[config.mk]
export PLATFORM = sky130hd
export DESIGN_NAME = bridge_config_header_regs
export DESIGN_NICKNAME = d
export VERILOG_FILES = /design/src/common/bridge_cfg_pkg.sv /design/src/logic/bridge_config_header_regs.sv
export SDC_FILE = /design/constraint.sdc
export NUM_CORES = 1
export LEC_CHECK = 0
export BUFFER_PORTS_ARGS = -buffer_cell sky130_fd_sc_hd__buf_2
export CORE_MARGIN = 5
export CORE_UTILIZATION = 60
export CTS_BUF_LIST = sky130_fd_sc_hd__clkbuf_8
export DETAILED_ROUTE_END_ITERATION = 8
export MAX_ROUTING_LAYER = met4
export PLACE_DENSITY = 0.87
export SYNTH_ARGS = -nofsm -noshare
export SYNTH_HDL_FRONTEND = slang
export SYNTH_SLANG_ARGS = --single-unit
[constraint.sdc]
create_clock -name clk_i -period 3.27 [get_ports clk_i]
set_input_delay 0 -clock clk_i [delete_from_list [all_inputs] [get_ports clk_i]]
set_output_delay 0 -clock clk_i [all_outputs]
set_load 0.02 [all_outputs]
[src/common/bridge_cfg_pkg.sv]
// Constants, layouts and types for the bridge configuration header register bank
// Overview of operation
// - Class code reads 07h, 00h, 02h
// - Cache line size writable, resets 00h, unused
// - Latency timer hardwired to zero
// - Header type reads 00h
// - I/O window base, 64 bytes, reset 1
// - Memory window base, 4096 bytes, reset 0
// - Subsystem maker and device codes, loadable
// - Capability list start 80h, loadable
// - Interrupt routing line writable, resets 00h
// - Interrupt pin reads 01h
// - Power capability identifier reads 01h
// - Next capability link reads 8Ch
// - Power management revision reads 011b
// - Event clock bit hardwired zero
// - Auxiliary power bit reads one
// - Device-specific init bit 0, loadable
// - Auxiliary current 111b, loadable
// - Wake-event support 01000b, loadable
package bridge_cfg_pkg;

  // ****************************************
  // Register word offsets (byte addresses)
  // ****************************************
  localparam logic [7:0] OFS_CLASS = 8'h08;
  localparam logic [7:0] OFS_MISC = 8'h0c;
  localparam logic [7:0] OFS_IO_BASE = 8'h10;
  localparam logic [7:0] OFS_MEM_BASE = 8'h14;
  localparam logic [7:0] OFS_SUBSYS = 8'h2c;
  localparam logic [7:0] OFS_CAP_PTR = 8'h34;
  localparam logic [7:0] OFS_IRQ = 8'h3c;
  localparam logic [7:0] OFS_PM_CAP = 8'h80;
  localparam logic [7:0] OFS_LOAD_SUBSYS = 8'hc0;
  localparam logic [7:0] OFS_LOAD_MISC = 8'hc4;

  // ****************************************
  // Fixed values
  // ****************************************
  localparam logic [7:0] BASE_CLASS = 8'h07;
  localparam logic [7:0] SUB_CLASS = 8'h00;
  localparam logic [7:0] PROG_IF = 8'h02;
  localparam logic [7:0] LATENCY_VAL = 8'h00;
  localparam logic [7:0] LAYOUT_VAL = 8'h00;
  localparam logic [7:0] IRQ_PIN_VAL = 8'h01;
  localparam logic [7:0] PM_CAP_ID = 8'h01;
  localparam logic [7:0] PM_NEXT_PTR = 8'h8c;
  localparam logic [2:0] PM_REVISION = 3'h3;
  localparam logic PME_CLOCK_VAL = 1'b0;
  localparam logic AUX_POWER_VAL = 1'b1;

  // ****************************************
  // Reset values and defaults
  // ****************************************
  localparam logic [7:0] RST_CACHE_LINE = 8'h00;
  localparam logic [7:0] RST_IRQ_LINE = 8'h00;
  localparam logic [31:0] RST_IO_BASE = 32'h0000_0001;
  localparam logic [31:0] RST_MEM_BASE = 32'h0000_0000;
  // Subsystem codes are arbitrary neutral values
  localparam logic [15:0] DEF_SUB_MAKER = 16'h1a2b;
  localparam logic [15:0] DEF_SUB_DEVICE = 16'h3c4d;
  localparam logic [7:0] DEF_CAP_PTR = 8'h80;
  localparam logic DEF_DEV_INIT = 1'b0;
  localparam logic [2:0] DEF_AUX_CURRENT = 3'h7;
  localparam logic DEF_D1_SUPPORT = 1'b1;
  localparam logic DEF_D2_SUPPORT = 1'b1;
  localparam logic [4:0] DEF_PME_SUPPORT = 5'h08;

  // ****************************************
  // Window base field layout
  // ****************************************
  localparam int IO_WIN_BITS = 6;
  localparam int MEM_WIN_BITS = 12;
  localparam logic [31:0] IO_BASE_MASK = 32'hffff_ffc0;
  localparam logic [31:0] MEM_BASE_MASK = 32'hffff_f000;

  // Auto-loadable fields gathered together
  typedef struct packed {
    logic [15:0] sub_device;
    logic [15:0] sub_maker;
    logic [7:0] cap_ptr;
    logic [4:0] pme_support;
    logic d2_support;
    logic d1_support;
    logic [2:0] aux_current;
    logic dev_init;
  } load_fields_s;

  localparam load_fields_s LOAD_DEFAULT = '{
    sub_device: DEF_SUB_DEVICE,
    sub_maker: DEF_SUB_MAKER,
    cap_ptr: DEF_CAP_PTR,
    pme_support: DEF_PME_SUPPORT,
    d2_support: DEF_D2_SUPPORT,
    d1_support: DEF_D1_SUPPORT,
    aux_current: DEF_AUX_CURRENT,
    dev_init: DEF_DEV_INIT
  };

endpackage

[src/logic/bridge_config_header_regs.sv]
// Configuration header register bank behind a classic Wishbone slave
//
// Implementation choice: the Wishbone register port.
`timescale 1ns/1ps
module bridge_config_header_regs
  import bridge_cfg_pkg::*;
(
  input wire logic clk_i,
  input wire logic rst_i,
  input wire logic wb_cyc_i,
  input wire logic wb_stb_i,
  input wire logic wb_we_i,
  input wire logic [7:0] wb_adr_i,
  input wire logic [3:0] wb_sel_i,
  input wire logic [31:0] wb_dat_i,
  output logic [31:0] wb_dat_o,
  output logic wb_ack_o,
  output logic [31:0] io_window_base_o,
  output logic [31:0] memory_window_base_o,
  output logic [7:0] irq_routing_line_o
);

  // ****************************************
  // Bus handshake
  // ****************************************
  logic ack_ff;
  logic req;
  logic wr_go;
  logic [31:0] wmask;
  logic [31:0] dat_ff;
  logic [31:0] nxt_dat;

  // One wait state; ack falls the cycle after it rises
  assign req = wb_cyc_i & wb_stb_i & ~ack_ff;
  assign wr_go = req & wb_we_i;
  assign wb_ack_o = ack_ff;
  assign wb_dat_o = dat_ff;

  always_ff @(posedge clk_i) begin
    if (rst_i) begin
      ack_ff <= 1'b0;
    end else begin
      ack_ff <= req;
    end
  end

  genvar g;
  generate
    for (g = 0; g < 4; g++) begin : g_lane
      assign wmask[g*8 +: 8] = {8{wb_sel_i[g]}};
    end
  endgenerate

  // ****************************************
  // Address decode
  // ****************************************
  logic hit_class;
  logic hit_misc;
  logic hit_io_base;
  logic hit_mem_base;
  logic hit_subsys;
  logic hit_cap_ptr;
  logic hit_irq;
  logic hit_pm_cap;
  logic hit_load_subsys;
  logic hit_load_misc;

  logic wr_misc;
  logic wr_io_base;
  logic wr_mem_base;
  logic wr_irq;
  logic wr_load_subsys;
  logic wr_load_misc;
  logic rd_go;
  logic [3:0] wr_load_lane;

  // Full byte-address compare, so a misaligned address hits nothing
  assign hit_class = (wb_adr_i == OFS_CLASS);
  assign hit_misc = (wb_adr_i == OFS_MISC);
  assign hit_io_base = (wb_adr_i == OFS_IO_BASE);
  assign hit_mem_base = (wb_adr_i == OFS_MEM_BASE);
  assign hit_subsys = (wb_adr_i == OFS_SUBSYS);
  assign hit_cap_ptr = (wb_adr_i == OFS_CAP_PTR);
  assign hit_irq = (wb_adr_i == OFS_IRQ);
  assign hit_pm_cap = (wb_adr_i == OFS_PM_CAP);
  assign hit_load_subsys = (wb_adr_i == OFS_LOAD_SUBSYS);
  assign hit_load_misc = (wb_adr_i == OFS_LOAD_MISC);

  // Read-only words get no write strobe, so host writes there are lost
  assign wr_misc = wr_go & hit_misc;
  assign wr_io_base = wr_go & hit_io_base;
  assign wr_mem_base = wr_go & hit_mem_base;
  assign wr_irq = wr_go & hit_irq;
  assign wr_load_subsys = wr_go & hit_load_subsys;
  assign wr_load_misc = wr_go & hit_load_misc;
  assign rd_go = req & ~wb_we_i;

  // Byte strobes of the load window word at C4h
  generate
    for (g = 0; g < 4; g++) begin : g_load_lane
      assign wr_load_lane[g] = wr_load_misc & wb_sel_i[g];
    end
  endgenerate

  // ****************************************
  // Writable header fields
  // ****************************************
  logic [7:0] cache_line_ff;
  logic [7:0] irq_line_ff;
  logic [7:0] io_lane_ff [4];
  logic [7:0] mem_lane_ff [4];
  logic [31:0] io_base;
  logic [31:0] mem_base;

  // Stored but unused by the block
  always_ff @(posedge clk_i) begin
    if (rst_i) begin
      cache_line_ff <= RST_CACHE_LINE;
    end else if (wr_misc && wb_sel_i[0]) begin
      cache_line_ff <= wb_dat_i[7:0];
    end
  end

  always_ff @(posedge clk_i) begin
    if (rst_i) begin
      irq_line_ff <= RST_IRQ_LINE;
    end else if (wr_irq && wb_sel_i[0]) begin
      irq_line_ff <= wb_dat_i[7:0];
    end
  end

  // Low bits below the window size never take write data; sizing relies on it
  generate
    for (g = 0; g < 4; g++) begin : g_io_lane
      always_ff @(posedge clk_i) begin
        if (rst_i) begin
          io_lane_ff[g] <= RST_IO_BASE[g*8 +: 8];
        end else if (wr_io_base && wb_sel_i[g]) begin
          io_lane_ff[g] <= (io_lane_ff[g] & ~IO_BASE_MASK[g*8 +: 8])
                         | (wb_dat_i[g*8 +: 8] & IO_BASE_MASK[g*8 +: 8]);
        end
      end
      assign io_base[g*8 +: 8] = io_lane_ff[g];
    end
  endgenerate

  generate
    for (g = 0; g < 4; g++) begin : g_mem_lane
      always_ff @(posedge clk_i) begin
        if (rst_i) begin
          mem_lane_ff[g] <= RST_MEM_BASE[g*8 +: 8];
        end else if (wr_mem_base && wb_sel_i[g]) begin
          mem_lane_ff[g] <= (mem_lane_ff[g] & ~MEM_BASE_MASK[g*8 +: 8])
                          | (wb_dat_i[g*8 +: 8] & MEM_BASE_MASK[g*8 +: 8]);
        end
      end
      assign mem_base[g*8 +: 8] = mem_lane_ff[g];
    end
  endgenerate

  // ****************************************
  // Auto-load staging (stands in for the EEPROM loader)
  // ****************************************
  // Host-side RO views never accept writes; only the load window does
  logic [15:0] sub_maker_ff;
  logic [15:0] sub_device_ff;
  logic [7:0] cap_ptr_ff;
  logic dev_init_ff;
  logic [2:0] aux_current_ff;
  logic d1_support_ff;
  logic d2_support_ff;
  logic [4:0] pme_support_ff;
  load_fields_s load_view;

  // Subsystem codes take bytes lane by lane
  always_ff @(posedge clk_i) begin
    if (rst_i) begin
      sub_maker_ff <= DEF_SUB_MAKER;
    end else if (wr_load_subsys) begin
      sub_maker_ff <= (sub_maker_ff & ~wmask[15:0])
                    | (wb_dat_i[15:0] & wmask[15:0]);
    end
  end

  always_ff @(posedge clk_i) begin
    if (rst_i) begin
      sub_device_ff <= DEF_SUB_DEVICE;
    end else if (wr_load_subsys) begin
      sub_device_ff <= (sub_device_ff & ~wmask[31:16])
                     | (wb_dat_i[31:16] & wmask[31:16]);
    end
  end

  always_ff @(posedge clk_i) begin
    if (rst_i) begin
      cap_ptr_ff <= DEF_CAP_PTR;
    end else if (wr_load_lane[0]) begin
      cap_ptr_ff <= wb_dat_i[7:0];
    end
  end

  always_ff @(posedge clk_i) begin
    if (rst_i) begin
      dev_init_ff <= DEF_DEV_INIT;
    end else if (wr_load_lane[2]) begin
      dev_init_ff <= wb_dat_i[21];
    end
  end

  // Auxiliary current straddles lanes 2 and 3
  always_ff @(posedge clk_i) begin
    if (rst_i) begin
      aux_current_ff <= DEF_AUX_CURRENT;
    end else begin
      if (wr_load_lane[2]) begin
        aux_current_ff[1:0] <= wb_dat_i[23:22];
      end
      if (wr_load_lane[3]) begin
        aux_current_ff[2] <= wb_dat_i[24];
      end
    end
  end

  always_ff @(posedge clk_i) begin
    if (rst_i) begin
      d1_support_ff <= DEF_D1_SUPPORT;
    end else if (wr_load_lane[3]) begin
      d1_support_ff <= wb_dat_i[25];
    end
  end

  always_ff @(posedge clk_i) begin
    if (rst_i) begin
      d2_support_ff <= DEF_D2_SUPPORT;
    end else if (wr_load_lane[3]) begin
      d2_support_ff <= wb_dat_i[26];
    end
  end

  always_ff @(posedge clk_i) begin
    if (rst_i) begin
      pme_support_ff <= DEF_PME_SUPPORT;
    end else if (wr_load_lane[3]) begin
      pme_support_ff <= wb_dat_i[31:27];
    end
  end

  // Gathered view of everything the loader may replace
  assign load_view = '{
    sub_device: sub_device_ff,
    sub_maker: sub_maker_ff,
    cap_ptr: cap_ptr_ff,
    pme_support: pme_support_ff,
    d2_support: d2_support_ff,
    d1_support: d1_support_ff,
    aux_current: aux_current_ff,
    dev_init: dev_init_ff
  };

  // ****************************************
  // Power capability word
  // ****************************************
  logic [15:0] pm_caps;
  // Bits 16 to 20 are fixed; the rest follow the loader
  assign pm_caps = {load_view.pme_support,
                    load_view.d2_support,
                    load_view.d1_support,
                    load_view.aux_current,
                    load_view.dev_init,
                    AUX_POWER_VAL,
                    PME_CLOCK_VAL,
                    PM_REVISION};

  // ****************************************
  // Read words
  // ****************************************
  logic [31:0] word_class;
  logic [31:0] word_misc;
  logic [31:0] word_io;
  logic [31:0] word_mem;
  logic [31:0] word_subsys;
  logic [31:0] word_cap_ptr;
  logic [31:0] word_irq;
  logic [31:0] word_pm_cap;
  logic [31:0] word_load_subsys;
  logic [31:0] word_load_misc;

  assign word_class = {BASE_CLASS, SUB_CLASS, PROG_IF, 8'h00};
  assign word_misc = {8'h00, LAYOUT_VAL, LATENCY_VAL, cache_line_ff};
  assign word_io = io_base;
  assign word_mem = mem_base;
  assign word_subsys = {load_view.sub_device, load_view.sub_maker};
  assign word_cap_ptr = {24'h00_0000, load_view.cap_ptr};
  assign word_irq = {16'h0000, IRQ_PIN_VAL, irq_line_ff};
  assign word_pm_cap = {pm_caps, PM_NEXT_PTR, PM_CAP_ID};
  assign word_load_subsys = {sub_device_ff, sub_maker_ff};
  // The load window reads back its own layout, bits 15:8 unused
  assign word_load_misc = {pm_caps, 8'h00, load_view.cap_ptr};

  // Unmapped words read as zero
  always_comb begin
    nxt_dat = 32'h0000_0000;
    if (hit_class) begin
      nxt_dat = word_class;
    end else if (hit_misc) begin
      nxt_dat = word_misc;
    end else if (hit_io_base) begin
      nxt_dat = word_io;
    end else if (hit_mem_base) begin
      nxt_dat = word_mem;
    end else if (hit_subsys) begin
      nxt_dat = word_subsys;
    end else if (hit_cap_ptr) begin
      nxt_dat = word_cap_ptr;
    end else if (hit_irq) begin
      nxt_dat = word_irq;
    end else if (hit_pm_cap) begin
      nxt_dat = word_pm_cap;
    end else if (hit_load_subsys) begin
      nxt_dat = word_load_subsys;
    end else if (hit_load_misc) begin
      nxt_dat = word_load_misc;
    end
  end

  // ****************************************
  // Read data
  // ****************************************
  // Read data registered with ack; a write leaves the last read value standing
  always_ff @(posedge clk_i) begin
    if (rst_i) begin
      dat_ff <= 32'h0000_0000;
    end else if (rd_go) begin
      dat_ff <= nxt_dat;
    end
  end

  // ****************************************
  // Outputs
  // ****************************************
  // Registered copies for the address decoders downstream
  assign io_window_base_o = io_base;
  assign memory_window_base_o = mem_base;
  assign irq_routing_line_o = irq_line_ff;

endmodule // bridge_config_header_regs

== Word level (Yosys, flattened, before mapping) ==
Memory sizes are Yosys's and may differ from the RTL's.
Cells that the tools add are included.

* Bits in registers: 100
* Memory bits (writable): 64
* Output and inout port bits: 105
* Word-level logic and storage cells: 112
* Memories kept: 2

* Eq/ne operators: 10
* Mux-type cells: 44
* Bitwise operators: 33
* Reduce and logical (&&, ||, !) cells: 10

{| class="wikitable"
|+ Memories
! memory !! depth !! bits a word !! rd ports !! clocked after memory_dff !! wr ports !! RTL line !! source
|-
| io_lane_ff || 4 || 8 || 4 || 0 || 4 || bridge_config_header_regs.sv:110 || <nowiki>logic [7:0] io_lane_ff [4];</nowiki>
|-
| mem_lane_ff || 4 || 8 || 4 || 0 || 4 || bridge_config_header_regs.sv:111 || <nowiki>logic [7:0] mem_lane_ff [4];</nowiki>
|}

{| class="wikitable"
|+ Operator list
! kind !! count
|-
| $mux 32 || 10
|-
| $and 16x16->16 || 4
|-
| $mux 8 || 8
|-
| $not 16->16 || 2
|-
| $or 16x16->16 || 2
|-
| $mux 1 || 26
|-
| $eq 8x6->1 const B || 3
|-
| $eq 8x8->1 const B || 3
|-
| $eq 8x4->1 const B || 2
|-
| $eq 8x5->1 const B || 2
|-
| $and 1x1->1 || 13
|-
| $logic_and 1x1->1 || 10
|-
| $or 1x1->1 || 8
|-
| $or 4x8->8 || 1
|-
| $or 6x8->8 || 1
|-
| $not 1->1 || 2
|}

== Logic depth before layout (Yosys ltp) ==
Gate-level depths: netlist of the first run.

* Word-level depth: 11
* Mapped depth: 8
* Mapped depth without buffers: 5

== Least setup slack after synthesis of the first run ==
No wires, ideal clock.

* Kind: register to register
* From: register ack_ff, in the netlist wb_ack_o
* To: memory io_lane_ff[3][0], enable pin
* Arrival: 1.733 ns
* Required time: 2.895 ns
* Setup slack: 1.162 ns
* Stages on the path, launching flop included: 6
* Path buffers: 2
* Clock period less this slack: 2.108 ns
* Cells stage by stage: dfxtp_1 > and4b_1 > clkbuf_1 > nand2_1 > clkbuf_1 > o21bai_1

{| class="wikitable"
|+ RTL lines
! item !! RTL line !! source
|-
| start: declaration || bridge_config_header_regs.sv:26 || <nowiki>logic ack_ff;</nowiki>
|-
| start signal: assignment || bridge_config_header_regs.sv:43 || <nowiki>ack_ff <= req;</nowiki>
|-
| end: declaration || bridge_config_header_regs.sv:110 ||
|}

== Worst setup path after layout of the first run ==
* From: register ack_ff, in the netlist wb_ack_o
* To: register pme_support_ff[3]

* Word-level cells in the longest chain between the ends: 5

{| class="wikitable"
|+ Ends and longest elaborated chain
! item !! RTL line !! source
|-
| $not 1->1 || bridge_config_header_regs.sv:34 || <nowiki>assign req = wb_cyc_i & wb_stb_i & ~ack_ff;</nowiki>
|-
| $and 1x1->1 || bridge_config_header_regs.sv:34 ||
|-
| $and 1x1->1 || bridge_config_header_regs.sv:35 || <nowiki>assign wr_go = req & wb_we_i;</nowiki>
|-
| $and 1x1->1 || bridge_config_header_regs.sv:95 || <nowiki>assign wr_load_misc = wr_go & hit_load_misc;</nowiki>
|-
| $and 1x1->1 || bridge_config_header_regs.sv:101 || <nowiki>assign wr_load_lane[g] = wr_load_misc & wb_sel_i[g];</nowiki>
|-
| end signal: assignment || bridge_config_header_regs.sv:244 || <nowiki>pme_support_ff <= wb_dat_i[31:27];</nowiki>
|-
| end: declaration || bridge_config_header_regs.sv:172 || <nowiki>logic [4:0] pme_support_ff;</nowiki>
|}

Every way passes these cells.
A chain may end at the register's enable or synchronous reset.

==> impl_metrics.csv, run 1 <==
group,metric,value,unit
critical_path,critPathMaxFanout,19,
power_and_ir_drop,p_total,0.00378,W
route,drtIter0Drc,784,
timing,tightest_slew,1150,ps
flow_run,maxCapViolations,0,
yosys,yosys_warnings,0,
critical_path,crit-reg2reg-capture,"pme_support_ff[3]",
critical_path,start_kind,"register",
route,avgRoutedWirePerCell,20.0,um
yosys,syn_area_per_cell,9.64,um^2
cts,cts-resized-gates,0,
placement,gp_congestion,0.917,
yosys,syn-cell-area,0.00673,mm^2
grt,grt_max_degree,75,
cts,cts_num_sinks,146,
floorplanning,initial_core_util,0.615,
yosys,ys_seq_area_frac,0.503,
critical_path,r2r_cells,4,
cts,worstSkewPairLatency,470,ps
power_and_ir_drop,power.leakage,3.43,nW
floorplanning,row_count,38,
route,drc_errors,0,
yosys,synth_edf_count,46,
yosys,synth_cells,698,
yosys,async_reset_ff_frac,0,
power_and_ir_drop,p_seq_frac,0.505,
grt,overflow,0,
yosys,ys_ff_latch,146,
layout,final_common_cell,"buf_2",
timing,post-route-min-period,2500,ps
timing,finalSetupViolCount,0,
layout,layout.nets,896,
timing,fin_skew,12.2,ps
critical_path,arrival,2860,ps
route,drt-total-wl,20000,um
timing,drv_slew,0,
floorplanning,die_w,116,um
critical_path,endpoint,"pme_support_ff[3]",
hold_path,min_path_type,"input pin to register",
timing,finalCritPeriodShare,0.765,
floorplanning,fp.dieArea,0.0134,mm^2
grt,grt_pass1_vias,6119,
layout,area_delta_synth_final,21.4,%
timing,max_freq,400,MHz
route,drt_first_pass_iters,8,
critical_path,r2r_slack,770,ps
power_and_ir_drop,internal_power,0.00286,W
timing,slew_headroom,0.232,
power_and_ir_drop,power_switching,0.000919,W
floorplanning,ioPinCount,154,
timing,rsz0062_at_grt,"no",
critical_path,end_kind,"register",
timing,tns,0,ps
placement,dp.final_hpwl,13400,um
grt,antenna_found_initial,2,
layout,fillCellCount,771,
hold_path,min_path_cells,4,
cts,root_buffer,"clkbuf_8",
timing,finalHoldViolCount,0,
cts,cts_buffers,17,
cts,cts_tree,"done",
layout,layout-drive-gt1-share,0.227,
route,viasPerCell,6.28,
critical_path,worstPathRequired,3630,ps
timing,whs,61.8,ps
cts,cts_hold_buf,34,
cts,htree_levels,4,
yosys,synth_flop_cell,"dfxtp_1",
critical_path,r2r-start,"wb_ack_o",
placement,port_buffers,135,
critical_path,startpoint,"wb_ack_o",
run_status,status,"completed",
floorplanning,die_y,116,um
yosys,synth.distinct_cells,64,
cts,cts_buffer_depth,2,
critical_path,setup.worst_path.class,"register to register",
floorplanning,core_area,0.0109,mm^2
power_and_ir_drop,powerDensity,462,mW/mm^2
grt,track_usage,0.304,
route,routed-via-count,6303,
cts,path_clk_slew,90,ps
grt,grt_pass1_wl,30600,um
power_and_ir_drop,p_clk_frac,0.411,
power_and_ir_drop,switching_share,0.243,
power_and_ir_drop,ir_drop,326,uV
power_and_ir_drop,pwr-share-comb,0.084,
route,postRouteAntennaNets,0,
cts,post_cts_buffers,0,
layout,final_cell_mix,"buf_2, dfxtp_1, nor2_1",
## flip-flops by register name (all words and copies together), names as in the netlist
| name | flops |
|---|---|
| pme_support_ff | 5 |
| irq_routing_line_o | 8 |
| wb_dat_o | 32 |
| aux_current_ff | 3 |
| sub_maker_ff | 16 |
| io_lane_ff | 26 |
| mem_lane_ff | 20 |
| cap_ptr_ff | 8 |
| d1_support_ff | 1 |
| wb_ack_o | 1 |
| dev_init_ff | 1 |
| sub_device_ff | 16 |
| d2_support_ff | 1 |
| cache_line_ff | 8 |
## final cells by class
| class | count | area [um^2] | area share |
|---|---|---|---|
| Inverter | 18 | 67.6 | 0.00827 |
| Tap cell | 140 | 175 | 0.0214 |
| Timing Repair Buffer | 183 | 1120 | 0.138 |
| Clock inverter | 13 | 168 | 0.0205 |
| Sequential cell | 146 | 3380 | 0.414 |
| Multi-Input combinational cell | 481 | 2980 | 0.365 |
| Clock buffer | 19 | 262 | 0.0320 |
| Antenna cell | 3 | 7.51 | 0.000919 |
## power groups by stage
stage          clock network, W  registers [W]  logic (W)
2_1_floorplan                 0        0.00198   0.000155
3_3_place_gp                  0        0.00195   0.000268
3_5_place_dp                  0        0.00195   0.000275
5_1_grt                 0.00163        0.00191   0.000337
6_report                0.00155        0.00191   0.000316
4_1_cts                 0.00155        0.00190   0.000308
## cell families after synthesis
kind of cell	Yosys count	share of synthesized area
xor gates and xnor gates	2	0.00260
and+or+nand+nor	257	0.196
DFF	146	0.503
AOI/OAI and AO/OA	157	0.164
other	2	0.00112
muxes	47	0.0703
buffers and inverters	87	0.0638
## Yosys cell counts (all sizes together) (2+ instances only)
master   instances  share of area
a222oi          10          0.015
nand4b           2         0.0026
o31ai            5         0.0056
a211oi           2         0.0022
clkbuf          39          0.022
o21ai           47          0.035
a221oi           5         0.0065
mux2i           45          0.067
a22o             5         0.0065
dfxtp          100           0.30
or2              2         0.0019
and3             2         0.0019
nor3b            3         0.0033
nand2           48          0.027
buf             30          0.032
o22ai            3         0.0037
or3              8         0.0084
mux2             2         0.0033
o211ai           2         0.0030
o2bb2ai          5         0.0065
and2            19          0.018
nand3           24          0.018
inv             18          0.010
nor2b            2         0.0019
edfxtp          46           0.21
o21bai           7         0.0078
a21oi           25          0.019
nand2b          14          0.013
nand3b           6         0.0067
a22oi            5         0.0056
nor4            28          0.029
nor3            18          0.015
o22a             5         0.0071
conb             2         0.0011
nor2            76          0.042
a211o           22          0.029
## worst min path at each step
stage / from / to
detailed placement: wb_dat_i[29] / pme_support_ff[2]
global route: rst_i / sub_device_ff[1]
global placement: wb_dat_i[25] / sub_device_ff[9]
finish: wb_adr_i[6] / wb_dat_o[15]
floorplan: wb_stb_i / wb_ack_o
CTS: wb_adr_i[6] / wb_dat_o[15]
## worst max-delay path: stages, from the launching register on
cell and delay, ps:
dfxtp_1 350, and4b_1 460, nand2_1 450, or3_1 730
a211o_1 400
## per-layer routing
layer / wire length [um] / GRT usage / vias up
met4: 792 / 0.152 / 0
met3: 2100 / 0.0747 / 81
met1: 7600 / 0.359 / 2989
li1: - / - / 2825
met5: 0 / - / -
met2: 9550 / 0.484 / 408
## through the flow
step                utilization  area [um^2]  cells  setup slack, ps
floorplan                     -         6790    714             1160
global placement          0.676         7390    934              999
detailed placement        0.676         7390    934              880
CTS                       0.746         8160   1000              857
global route              0.747         8170   1002              643
finish                    0.747         8170   1003              768
(Power assumes the default switching activity.)
==> inputs of run 2 (changes only) <==
--- a/config.mk
+++ b/config.mk
@@ -5,13 +5,14 @@
 export SDC_FILE = /design/constraint.sdc
 export NUM_CORES = 1
 export LEC_CHECK = 0
+export ABC_AREA = 1
 export BUFFER_PORTS_ARGS = -buffer_cell sky130_fd_sc_hd__buf_2
 export CORE_MARGIN = 5
-export CORE_UTILIZATION = 60
+export CORE_UTILIZATION = 50
 export CTS_BUF_LIST = sky130_fd_sc_hd__clkbuf_8
 export DETAILED_ROUTE_END_ITERATION = 8
 export MAX_ROUTING_LAYER = met4
-export PLACE_DENSITY = 0.87
+export PLACE_DENSITY = 0.78
 export SYNTH_ARGS = -nofsm -noshare
 export SYNTH_HDL_FRONTEND = slang
 export SYNTH_SLANG_ARGS = --single-unit
==> constraint.sdc (replaced) <==
create_clock -name clk_i -period 2.26 [get_ports clk_i]
set_input_delay 0 -clock clk_i [delete_from_list [all_inputs] [get_ports clk_i]]
set_output_delay 0 -clock clk_i [all_outputs]
set_load 0.02 [all_outputs]
==> run 2 against run 1 <==
  * Routed wire length decreased by 4.8%
  * Cell count rose by 19%
  * Die area up 17%
  * Critical path type unchanged
  * Largest cell class unchanged
  * Highest routed layer unchanged
==> impl_metrics.csv, run 2 <==
group,metric,value,unit
grt,overflow,0,
grt,grt_pass1_vias,5892,
floorplanning,die_y,125,um
floorplanning,die_w,125,um
timing,finalSetupViolCount,0,
route,viasPerCell,5.25,
timing,tns,0,ps
floorplanning,initial_core_util,0.506,
route,routed-via-count,6251,
timing,post-route-min-period,1870,ps
route,drt_first_pass_iters,5,
layout,layout.nets,1049,
cts,root_buffer,"clkbuf_8",
yosys,yosysMostFrequentCell,"nand2_1",
placement,dp.final_hpwl,13200,um
critical_path,slowest_delay,320,ps
yosys,synth.distinct_cells,26,
placement,gp_congestion,0.960,
placement,postPlaceCellArea,0.00743,mm^2
timing,rsz0062_at_grt,"no",
critical_path,crit_path_cell_trace,"nor2_1 > inv_2 > nor2_4 > inv_2 > nor2_2 > inv_1 > o21ai_0 > buf_4",
layout,layout-drive-gt1-share,0.231,
yosys,syn-cell-area,0.00665,mm^2
yosys,yosysTopAreaCell,"dfxtp_1",
placement,port_buffers,135,
layout,final_common_cell,"nand2_1",
yosys,yosys_warnings,0,
grt,antenna_found_initial,1,
power_and_ir_drop,ir_drop,494,uV
cts,cts_num_sinks,146,
critical_path,setup.worst_path.class,"register to register",
cts,path_clk_slew,80,ps
timing,slew_headroom,0.607,
layout,fillCellCount,1160,
timing,drv_slew,0,
power_and_ir_drop,power_switching,0.00131,W
floorplanning,ioPinCount,154,
yosys,synth_cells,828,
yosys,synth_edf_count,46,
layout,final_cell_mix,"nand2_1, buf_2, nor2_1",
critical_path,start_kind,"register",
placement,pre_cts_slack,444,ps
critical_path,crit_path_frequent_cell,"inv_2",
timing,fin_ws,393,ps
route,drt-total-wl,19100,um
route,drtIter0Drc,482,
yosys,syn_area_per_cell,8.03,um^2
yosys,netlist.area_leader.share,0.301,
run_status,status,"completed",
power_and_ir_drop,p_seq_frac,0.545,
power_and_ir_drop,power.leakage,3.78,nW
yosys,synth_flop_cell,"dfxtp_1",
timing,finalHoldViolCount,0,
flow_run,maxCapViolations,0,
timing,fin_skew,9.45,ps
yosys,ys_seq_area_frac,0.509,
critical_path,critPathSlowestCell,"dfxtp_1",
timing,tightest_slew,589,ps
critical_path,arrival,2030,ps
timing,finalCritPeriodShare,0.826,
power_and_ir_drop,pwr-share-comb,0.080,
layout,final_area,0.00816,mm^2
cts,cts_tree,"done",
power_and_ir_drop,internal_power,0.00376,W
hold_path,min_path_type,"input pin to register",
grt,grt_pass1_wl,29900,um
cts,cts_buffers,17,
critical_path,worstPathRequired,2430,ps
critical_path,critPathMaxFanout,8,
route,postRouteAntennaNets,0,
grt,grt_max_degree,34,
yosys,async_reset_ff_frac,0,
timing,whs,51.9,ps
grt,track_usage,0.246,
power_and_ir_drop,powerDensity,620,mW/mm^2
layout,area_delta_synth_final,22.7,%
yosys,ys_ff_latch,146,
timing,max_freq,536,MHz
route,avgRoutedWirePerCell,16.0,um
critical_path,end_kind,"register",
cts,worstSkewPairLatency,460,ps
power_and_ir_drop,p_clk_frac,0.375,
floorplanning,fp.dieArea,0.0157,mm^2
yosys,ys_top_cells_by_area,"dfxtp_1, edfxtp_1, nand2_1",
route,drc_errors,0,
layout,largest_reg_flops,32,
cts,htree_levels,4,
floorplanning,row_count,42,
cts,cts_buffer_depth,2,
floorplanning,core_area,0.0131,mm^2
power_and_ir_drop,switching_share,0.258,
yosys,ys_top_cells_by_count,"nand2_1, nor2_1, dfxtp_1",
## run 2: cell types whose count changed in the layout (fill, tap and decap cells not counted), moves of 28 or more
cell / change
inv_1: +50
nor2_1: +28
nand2_1: +130
a21oi_1: +64
o211ai_1: +47
mux2i_1: -45
## run 2: layer usage
metal | routed length, um | up-vias | track usage
met2 | 8960 | 281 | 0.383
met4 | 450 | 0 | 0.0950
met5 | 0 | - | -
met3 | 1470 | 44 | 0.0495
li1 | - | 3044 | -
met1 | 8200 | 2882 | 0.318
## run 2: layout make-up
cell class / instances / area [um^2] / share of cell area
Sequential cell: 146 / 3380 / 0.415
Multi-Input combinational cell: 567 / 2720 / 0.334
Timing Repair Buffer: 189 / 1170 / 0.143
Inverter: 79 / 297 / 0.0363
Clock buffer: 18 / 248 / 0.0304
Tap cell: 176 / 220 / 0.0270
Clock inverter: 14 / 116 / 0.0143
Antenna cell: 1 / 2.50 / 0.000307
## run 2: final timing paths
check	from	end	slack [ps]	cells past startpoint
setup / recovery	wb_ack_o	io_lane_ff[3][2]	390	8
setup reg to reg	wb_ack_o	io_lane_ff[3][2]	390	8
hold / removal	rst_i	sub_device_ff[0]	50	3
hold reg to reg	sub_maker_ff[14]	sub_maker_ff[14]	450	2
## run 2: power by group through the flow
stage,clock network (W),logic [W],registers (W)
floorplan,0,0.000176,0.00286
global placement,0,0.000352,0.00282
detailed placement,0,0.000355,0.00282
CTS,0.00192,0.000403,0.00276
global route,0.00203,0.000440,0.00276
finish,0.00190,0.000407,0.00276
## run 2: through the flow
stage	power, W	utilization	instances
after floorplan	0.00304	-	844
after global placement	0.00317	0.566	1121
after detailed placement	0.00317	0.566	1121
after CTS	0.00508	0.621	1189
after global routing	0.00523	0.621	1190
final	0.00506	0.621	1190
## run 2: kinds of logic after synthesis
kind of cell           after synthesis  synth area share
and+or+nand+nor                    349             0.229
AOI/OAI and AO/OA                  200             0.170
other                                2           0.00113
DFF                                146             0.509
buffers and inverters              131            0.0910
## run 2: critical path, delay by kind of cell, from the launching register on
kind                   cells  cell delay (ps)
AND/OR/NAND/NOR            3              580
buffers and inverters      4              510
flip-flops                 1              320
AO/OA/AOI/OAI              1              170
## run 2: what timing repair did
action | 4_1_cts | 5_1_grt
resized for setup | 0 | 0
setup buffers | 0 | 0
endpoints found under the hold margin | 114 | 0
hold buffers | 36 | 0
